File: config.mk
export PLATFORM = sky130hd
export DESIGN_NAME = css_clock_startup
export DESIGN_NICKNAME = d
export VERILOG_FILES = /design/src/logic/css_pkg.sv /design/src/logic/css_clock_startup.sv
export VERILOG_INCLUDE_DIRS = /design/src /design/src/logic
export SDC_FILE = /design/constraint.sdc
export NUM_CORES = 1
export LEC_CHECK = 0
export BUFFER_PORTS_ARGS = -buffer_cell sky130_fd_sc_hd__buf_2
export CORE_MARGIN = 2
export CORE_UTILIZATION = 45
export CTS_BUF_LIST = sky130_fd_sc_hd__clkbuf_4 sky130_fd_sc_hd__clkbuf_8
export DETAILED_ROUTE_END_ITERATION = 8
export MAX_ROUTING_LAYER = met4
export PLACE_DENSITY_LB_ADDON = 0.1
export SLEW_MARGIN = 0
export SYNTH_ARGS = -nofsm -noshare
export SYNTH_HDL_FRONTEND = slang
export SYNTH_SLANG_ARGS = --single-unit
File: constraint.sdc
create_clock -name pclk -period 6.4 [get_ports pclk]
set_input_delay 1.28 -clock pclk [delete_from_list [all_inputs] [get_ports pclk]]
set_output_delay 1.28 -clock pclk [all_outputs]
set_load 0.02 [all_outputs]
File: src/logic/css_map.svh
// register offsets, reset values and timing counts
// assumes byte addressing on a 32-bit apb bus
`ifndef CSS_MAP_SVH
`define CSS_MAP_SVH
`define CSS_OFF_TRIM 12'h000
`define CSS_OFF_STAT 12'h004
`define CSS_OFF_CTRL 12'h008
`define CSS_CTRL_WAKE_BIT 0
`define CSS_RST_SEL 4'h1
`define CSS_RST_SUT 2'h2
`define CSS_RST_OPT 1'h1
`define CSS_RST_TRIM 8'h00
`define CSS_T_EXTRA_SHORT_US 4100
`define CSS_T_EXTRA_LONG_US 65000
`define CSS_WDT_SHORT 17'h01000
`define CSS_WDT_LONG 65536
`define CSS_CK_6 17'h00006
`define CSS_CK_18 17'h00012
`define CSS_CK_1K 17'h00400
`define CSS_CK_32K 32768
`define CSS_LOAD_CYC 17'h00002
`endif

File: src/logic/css_pkg.sv
// types for the clock source start-up block
// assumes css_map.svh holds the numbers
package css_pkg;
  typedef enum logic [2:0] {
    CSS_SRC_EXTCLK = 3'b000,
    CSS_SRC_IRC = 3'b001,
    CSS_SRC_ERC = 3'b010,
    CSS_SRC_LFXT = 3'b011,
    CSS_SRC_NONE = 3'b100
  } css_src_t;
  typedef enum logic [1:0] {
    CSS_ST_LOAD = 2'b00,
    CSS_ST_EXTRA = 2'b01,
    CSS_ST_CK = 2'b10,
    CSS_ST_RUN = 2'b11
  } css_state_t;
  typedef struct packed {
    logic [3:0] sel;
    logic [1:0] startup_time_fuses;
    logic opt;
  } css_fuse_t;
  typedef struct packed {
    css_src_t src;
    logic [1:0] range;
    logic [16:0] ck;
    logic [16:0] wdt;
  } css_dec_t;
  typedef struct packed {
    logic [20:0] zero;
    logic opt_warn;
    logic [1:0] startup_time_fuses;
    logic [1:0] range;
    css_src_t src;
    css_state_t phase;
    logic busy;
  } css_stat_t;
endpackage

File: src/logic/css_clock_startup.sv
// clock source decode, start-up delay and trim register
// assumes fuses, ticks and calibration byte arrive from pins
//
// Summary of operation
// - fuse code 1001 selects the low-frequency watch crystal
// - crystal start-up: 1K+4.1ms, 1K+65ms, 32K+65ms, 11 reserved
// - codes 0101 to 1000 select external RC, ranges low to high
// - external RC: 18 CK plus none, 4.1ms, 65ms; 11 is 6+4.1ms
// - codes 0001 to 0100 select internal RC at 1, 2, 4, 8 MHz
// - unprogrammed defaults are select 0001 and start-up 10
// - internal RC: 6 CK plus none, 4.1ms, 65ms; 11 reserved
// - reset copies the factory calibration byte into the trim register
// - trim value raises internal RC frequency monotonically
// - watchdog oscillator times the reset delay whatever the source
// - code 0000 selects an external clock on the input pin
// - external clock: 6 CK plus none, 4.1ms, 65ms; 11 reserved
// - fuse bits read 1 unprogrammed, 0 programmed
// - extra delays are 4096 and 65536 watchdog cycles
// - wake-up uses only the start-up count; reset adds the delay
//
// Chosen here: register access over APB and the register addresses.
`timescale 1ns/1ns
`include "css_map.svh"
module css_clock_startup #(
  parameter int EXTRA_LONG_WDT = `CSS_WDT_LONG,
  parameter int LFXT_LONG_CK = `CSS_CK_32K
) (
  input wire logic pclk,
  input wire logic presetn,
  input wire logic psel,
  input wire logic penable,
  input wire logic pwrite,
  input wire logic [11:0] paddr,
  input wire logic [31:0] pwdata,
  output logic [31:0] prdata,
  output logic pready,
  output logic pslverr,
  input wire css_pkg::css_fuse_t fuses,
  input wire logic [7:0] factory_cal_byte,
  input wire logic src_clk_tick,
  input wire logic wdt_osc_tick,
  output css_pkg::css_src_t source_kind,
  output logic [1:0] source_range,
  output logic [7:0] trim_value,
  output logic wdt_osc_request,
  output logic core_clk_enable
);
  import css_pkg::*;

  // ****************************************
  // parameter checks
  // ****************************************
  if (EXTRA_LONG_WDT < 1 || EXTRA_LONG_WDT > 65536) begin : g_chk_wdt
    $error("EXTRA_LONG_WDT out of range");
  end
  if (LFXT_LONG_CK < 1 || LFXT_LONG_CK > 65536) begin : g_chk_ck
    $error("LFXT_LONG_CK out of range");
  end
  localparam logic [16:0] WDT_LONG = 17'(EXTRA_LONG_WDT);
  localparam logic [16:0] CK_LONG = 17'(LFXT_LONG_CK);

  // ****************************************
  // pin synchronisers
  // ****************************************
  localparam logic [16:0] SYNC_RST = {`CSS_RST_SEL, `CSS_RST_SUT,
    `CSS_RST_OPT, `CSS_RST_TRIM, 2'b00};
  logic [16:0] sync1_reg;
  logic [16:0] sync2_reg;
  logic [1:0] tick_d_reg;
  always_ff @(posedge pclk or negedge presetn) begin
    if (!presetn) begin
      sync1_reg <= SYNC_RST;
      sync2_reg <= SYNC_RST;
      tick_d_reg <= 2'b00;
    end else begin
      sync1_reg <= {fuses, factory_cal_byte, src_clk_tick, wdt_osc_tick};
      sync2_reg <= sync1_reg;
      tick_d_reg <= sync2_reg[1:0];
    end
  end
  css_fuse_t fz;
  logic [7:0] cal_sync;
  logic src_tick;
  logic wdt_tick;
  assign fz = sync2_reg[16:10];
  assign cal_sync = sync2_reg[9:2];
  assign src_tick = sync2_reg[1] & ~tick_d_reg[1];
  assign wdt_tick = sync2_reg[0] & ~tick_d_reg[0];

  // ****************************************
  // fuse decode
  // ****************************************
  css_dec_t dec;
  logic [16:0] wdt_sel3;
  always_comb begin
    case (fz.startup_time_fuses)
      2'b00: wdt_sel3 = 17'h00000;
      2'b01: wdt_sel3 = `CSS_WDT_SHORT;
      default: wdt_sel3 = WDT_LONG;
    endcase
    dec.src = CSS_SRC_NONE;
    dec.range = 2'b00;
    dec.ck = CK_LONG;
    dec.wdt = WDT_LONG;
    case (fz.sel)
      4'h9: begin
        dec.src = CSS_SRC_LFXT;
        case (fz.startup_time_fuses)
          2'b00: begin
            dec.ck = `CSS_CK_1K;
            dec.wdt = `CSS_WDT_SHORT;
          end
          2'b01: dec.ck = `CSS_CK_1K;
          default: dec.ck = CK_LONG;
        endcase
      end
      4'h5, 4'h6, 4'h7, 4'h8: begin
        dec.src = CSS_SRC_ERC;
        dec.range = 2'(fz.sel - 4'h5);
        dec.ck = `CSS_CK_18;
        dec.wdt = wdt_sel3;
        if (fz.startup_time_fuses == 2'b11) begin
          dec.ck = `CSS_CK_6;
          dec.wdt = `CSS_WDT_SHORT;
        end
      end
      4'h1, 4'h2, 4'h3, 4'h4: begin
        dec.src = CSS_SRC_IRC;
        dec.range = 2'(fz.sel - 4'h1);
        dec.ck = `CSS_CK_6;
        dec.wdt = wdt_sel3;
      end
      4'h0: begin
        dec.src = CSS_SRC_EXTCLK;
        dec.ck = `CSS_CK_6;
        dec.wdt = wdt_sel3;
      end
      default: begin
        dec.src = CSS_SRC_NONE;
      end
    endcase
  end

  // ****************************************
  // apb slave
  // ****************************************
  logic [31:0] prdata_reg, prdata_next;
  logic pready_reg, pready_next;
  logic pslverr_reg, pslverr_next;
  logic acc;
  logic wr;
  logic hit;
  logic wake;
  css_stat_t stat;
  css_state_t state_reg, state_next;
  logic [7:0] trim_reg, trim_next;
  assign acc = psel & penable & ~pready_reg;
  assign wr = psel & penable & pready_reg & pwrite;
  assign wake = wr & (paddr == `CSS_OFF_CTRL) & pwdata[`CSS_CTRL_WAKE_BIT];
  always_comb begin
    stat = '0;
    stat.busy = (state_reg != CSS_ST_RUN);
    stat.phase = state_reg;
    stat.src = dec.src;
    stat.range = dec.range;
    stat.startup_time_fuses = fz.startup_time_fuses;
    stat.opt_warn = (dec.src == CSS_SRC_IRC) & ~fz.opt;
    hit = 1'b1;
    prdata_next = prdata_reg;
    case (paddr)
      `CSS_OFF_TRIM: prdata_next = {24'h000000, trim_reg};
      `CSS_OFF_STAT: prdata_next = stat;
      `CSS_OFF_CTRL: prdata_next = 32'h00000000;
      default: begin
        hit = 1'b0;
        prdata_next = 32'h00000000;
      end
    endcase
    if (!acc) begin
      prdata_next = prdata_reg;
    end
    pready_next = acc;
    pslverr_next = acc & ~hit;
  end
  always_ff @(posedge pclk or negedge presetn) begin
    if (!presetn) begin
      prdata_reg <= 32'h00000000;
      pready_reg <= 1'b0;
      pslverr_reg <= 1'b0;
    end else begin
      prdata_reg <= prdata_next;
      pready_reg <= pready_next;
      pslverr_reg <= pslverr_next;
    end
  end
  assign prdata = prdata_reg;
  assign pready = pready_reg;
  assign pslverr = pslverr_reg;

  // ****************************************
  // start-up sequencer
  // ****************************************
  logic [16:0] cnt_reg, cnt_next;
  logic gate_reg, gate_next;
  logic wreq_reg, wreq_next;
  css_src_t src_reg, src_next;
  logic [1:0] rng_reg, rng_next;
  always_comb begin
    state_next = state_reg;
    cnt_next = cnt_reg;
    trim_next = trim_reg;
    case (state_reg)
      CSS_ST_LOAD: begin
        if (cnt_reg >= `CSS_LOAD_CYC) begin
          trim_next = cal_sync;
          cnt_next = 17'h00000;
          state_next = (dec.wdt == 17'h00000) ? CSS_ST_CK : CSS_ST_EXTRA;
        end else begin
          cnt_next = cnt_reg + 17'h00001;
        end
      end
      CSS_ST_EXTRA: begin
        if (wdt_tick) begin
          if (cnt_reg >= dec.wdt - 17'h00001) begin
            cnt_next = 17'h00000;
            state_next = CSS_ST_CK;
          end else begin
            cnt_next = cnt_reg + 17'h00001;
          end
        end
      end
      CSS_ST_CK: begin
        if (src_tick) begin
          if (cnt_reg >= dec.ck - 17'h00001) begin
            cnt_next = 17'h00000;
            state_next = CSS_ST_RUN;
          end else begin
            cnt_next = cnt_reg + 17'h00001;
          end
        end
      end
      CSS_ST_RUN: begin
        if (wake) begin
          cnt_next = 17'h00000;
          state_next = CSS_ST_CK;
        end
      end
      default: begin
        state_next = CSS_ST_LOAD;
        cnt_next = 17'h00000;
      end
    endcase
    if (wr && paddr == `CSS_OFF_TRIM && state_reg != CSS_ST_LOAD) begin
      trim_next = pwdata[7:0];
    end
    gate_next = (state_next == CSS_ST_RUN);
    wreq_next = (state_next == CSS_ST_EXTRA);
    src_next = dec.src;
    rng_next = dec.range;
  end
  always_ff @(posedge pclk or negedge presetn) begin
    if (!presetn) begin
      state_reg <= CSS_ST_LOAD;
      cnt_reg <= 17'h00000;
      trim_reg <= `CSS_RST_TRIM;
      gate_reg <= 1'b0;
      wreq_reg <= 1'b0;
      src_reg <= CSS_SRC_IRC;
      rng_reg <= 2'b00;
    end else begin
      state_reg <= state_next;
      cnt_reg <= cnt_next;
      trim_reg <= trim_next;
      gate_reg <= gate_next;
      wreq_reg <= wreq_next;
      src_reg <= src_next;
      rng_reg <= rng_next;
    end
  end
  assign trim_value = trim_reg;
  assign core_clk_enable = gate_reg;
  assign wdt_osc_request = wreq_reg;
  assign source_kind = src_reg;
  assign source_range = rng_reg;
endmodule

==> reports/results.md <==
| Result | Value |
|:---|:---|
| Area growth from synthesis to final layout | 13.9% |
| Post-synth top flop | dfrtp_1 |
| Cells after Synth | 430 |
| Total wire length after detailed routing | 9260 um |
| Detailed router's first-iteration violation count | 191 |
| Max clock buf depth | 2 |
| Min-delay worst type | reg -> reg |
| Leak | 2.40 nW |
| Share of the core filled with cells | 52.8% |
| TritonCTS clock tree | done |
| Overall die height | 102 um |
| Placed cell count | 615 |
| Number of antenna violations at the first check in global routing | 0 |
| Post-detailed-route wirelength per cell | 14.7 um |
| Largest voltage drop on the vdd net | 0.000167 V |
| Largest cells by area after synthesis | dfrtp_1, ha_1, nand2_1 |
| Commonest non-fill, non-tap cell in the layout | dfrtp_1 |
| Period utilisation layout | 70.0% |
| Avg Cell Area, Syn | 10.0 sq um |
| Final setup skew | 0.00817 ns |
| Leading cell types in the layout, fill and taps excluded | dfrtp_1, buf_2, nand2_1 |
| Maximum number of pins on one net before global-route repair | 84 |
| Critical Path Fanout Max | 7 |
| Clock-pin slew on the worst setup and hold paths | 0.09 ns |
| Die ar. | 0.0104 sq mm |
| Number of clock buffers inserted by TritonCTS | 9 |
| Type of element capturing the critical path | flip-flop |
| Post-synthesis cell type with the largest combined area | dfrtp_1 |
| Count of hold-fix buffers inserted at cts | 0 |
| Post-Layout Cell Count | 631 |
| Max-cap violations | 0 |
| Synth Register Bits | 83 |
| Final Total Pwr | 1.55 mW |
| TritonCTS Sinks | 83 |
| Setup violations, final | 0 |
| IO Port Bufs | 69 |
| Switching component of the power | 0.556 mW |
| Data arrival time of the worst path | 4.76 ns |
| Adder-Cell Fraction of Synth Area | 9.00% |
| Width of the die | 102 um |
| Clock latency on the worst-skew pair | 0.37 ns |
| Top achievable clock speed | 223 MHz |
| Proportion of layout cells with a drive suffix above 1 | 19.9% |
| Highest routed layer | met4 |
| RSZ-0062 raised after global routing | false |
| Gr usage total | 19.5% |
| Share of synthesized registers carrying an async set or reset | 100% |
| Library cell used as clock root buffer | clkbuf_8 |
| Switching share of total power | 35.9% |
| Total gr overflow | 0 |
| Global-route wire length before repair | 15200 um |
| Result of the run | finished, final reports clean |
| Total core area | 0.00928 sq mm |
| Fraction of the mapped netlist area in compound gates | 12.7% |
| Required @ worst endpoint | 6.68 ns |
| DRC | 0 |
| Antenna violation net count after detailed routing | 0 |
| Antenna cell count | 0 |
| Type of element launching the critical path | flip-flop |
| IO Count | 115 |
| Shortest period the worst path allows | 4.48 ns |
| Dominant combinational cell family by area after synthesis | simple AND/OR/NAND/NOR gates |
| Max-slew violation count | 0 |
| Amount of wire on met2 after detailed routing | 4310 um |
| Yosys warnings | 0 |
| Post_cts resized | 0 |
| Path type of the worst setup path | reg -> reg |
| Number of enable flip-flop cells after synthesis | 0 |
| Count of vias placed by the detailed router | 3246 |
| Sequential share of power | 43.7% |
| Setup bufs post-CTS | 0 |
| Final number of hold-violating endpoints | 0 |
| Int Pwr | 0.993 mW |
| Vias per cell | 5.14 |
| Metal-1 WL | 4310 um |
| Total length of routed met3 wires | 525 um |
| Cell variety after synth | 50 |
| Num rows | 35 |
| Multiplexer share of the synthesized area | 4.88% |
| Weighted congestion reported at the end of routability-driven placement | 0.845 |
| Simple logic cell fraction of the synthesized area | 18.6% |
| Worst relative slew slack | 30.9% |
| Synth Cell Area | 0.00431 sq mm |
| Setup TNS after final layout | 0 ns |
| Hpwl dp | 6710 um |
| Slew at the pin closest to its max-slew limit | 1.04 ns |
| H-tree depth reported by CTS | 3 |
| Total number of nets in the final design | 594 |
| Share of the synthesized area in the top cell type | 44.1% |
| Power Density | 316 mW/mm^2 |
| Post-synthesis sequential area ratio | 48.4% |
| Proportion of power drawn by the clock network | 27.3% |
| XOR/XNOR Fraction of Synth Area | 0% |
| Number of global-route vias before repair | 3097 |
| Initial core utilization | 46.4% |
| First-pass detailed-route iteration total | 4 |
| Part of the total power dissipated in combinational logic | 29.1% |
-- final timing paths --
check	startpoint	cells past startpoint	end	slack, ns
max	sync2_reg[13]	15	cnt_reg[13]	1.92
min	sync1_reg[16]	0	sync2_reg[16]	0.35
max reg2reg	sync2_reg[13]	15	cnt_reg[13]	1.92
min reg2reg	sync1_reg[16]	0	sync2_reg[16]	0.35
max in group asynchronous	presetn	1	cnt_reg[9]	4.65
min in group asynchronous	presetn	1	sync1_reg[0]	1.07
-- cells in the mapped netlist (all sizes together), types with 4 or more instances --
library cell  count
nand4             5
dfrtp            76
or3               4
a211oi            5
nor4              6
inv              15
dfstp             7
or2               5
nand3            17
clkbuf           10
a21oi            13
and2              4
and3              6
and4              6
buf              24
nor3             15
ha               31
nor2             25
mux2i            21
o21ai            32
o31ai             4
nand2            57
-- routing by layer --
metal | up-vias | global-route usage [%]
met4 | 0 | 5.23
met2 | 91 | 29.8
met5 | - | -
li1 | 1626 | -
met3 | 8 | 4.92
met1 | 1521 | 26.0
-- through the flow --
stage | setup WS [ns] | hold slack, ns | instance area [sq um]
5_1_grt | 1.54 | 0.361 | 4910
3_3_place_gp | 2.05 | 0.332 | 4680
4_1_cts | 1.94 | 0.349 | 4910
2_1_floorplan | 2.55 | 0.331 | 4380
6_report | 1.92 | 0.351 | 4910
3_5_place_dp | 1.96 | 0.335 | 4680
-- logic make-up after synthesis --
| kind of cell | Yosys count |
|---|---|
| compound gates | 82 |
| simple gates | 163 |
| flops | 83 |
| buf+inv | 49 |
| fa+ha+maj | 31 |
| mux | 21 |
| other cells | 1 |
-- critical path, cell delays in order, from the launching register on --
cell and delay (ns):
dfstp_2 0.55, inv_1 0.06, ha_1 0.20, or3_1 0.36, a21oi_1 0.30, or2_2 0.18, nand2_1 0.05, a221oi_1 0.36
ha_1 0.32, ha_1 0.29, and4_1 0.22, a2111o_1 0.42, a211oi_2 0.38, a21o_1 0.29, o21bai_1 0.17, o221ai_1 0.22
-- area by class of cell --
| class | instances | area (sq um) |
|---|---|---|
| fill | 875 | 4380 |
| timing repair buffer | 70 | 355 |
| clock inverter | 7 | 98.8 |
| sequential | 83 | 2090 |
| clock buffer | 9 | 124 |
| multi-input combinational | 318 | 2020 |
| inverter | 15 | 56.3 |
| tap | 129 | 161 |
-- power groups by stage --
stage / sequential [mW] / combinational (mW) / clock, mW
finish: 0.676 / 0.450 / 0.423
global route: 0.689 / 0.509 / 0.460
CTS: 0.678 / 0.454 / 0.438
detailed placement: 0.688 / 0.452 / 0
global placement: 0.686 / 0.437 / 0
floorplan: 0.692 / 0.319 / 0
Power figures use the tool's default switching activity.
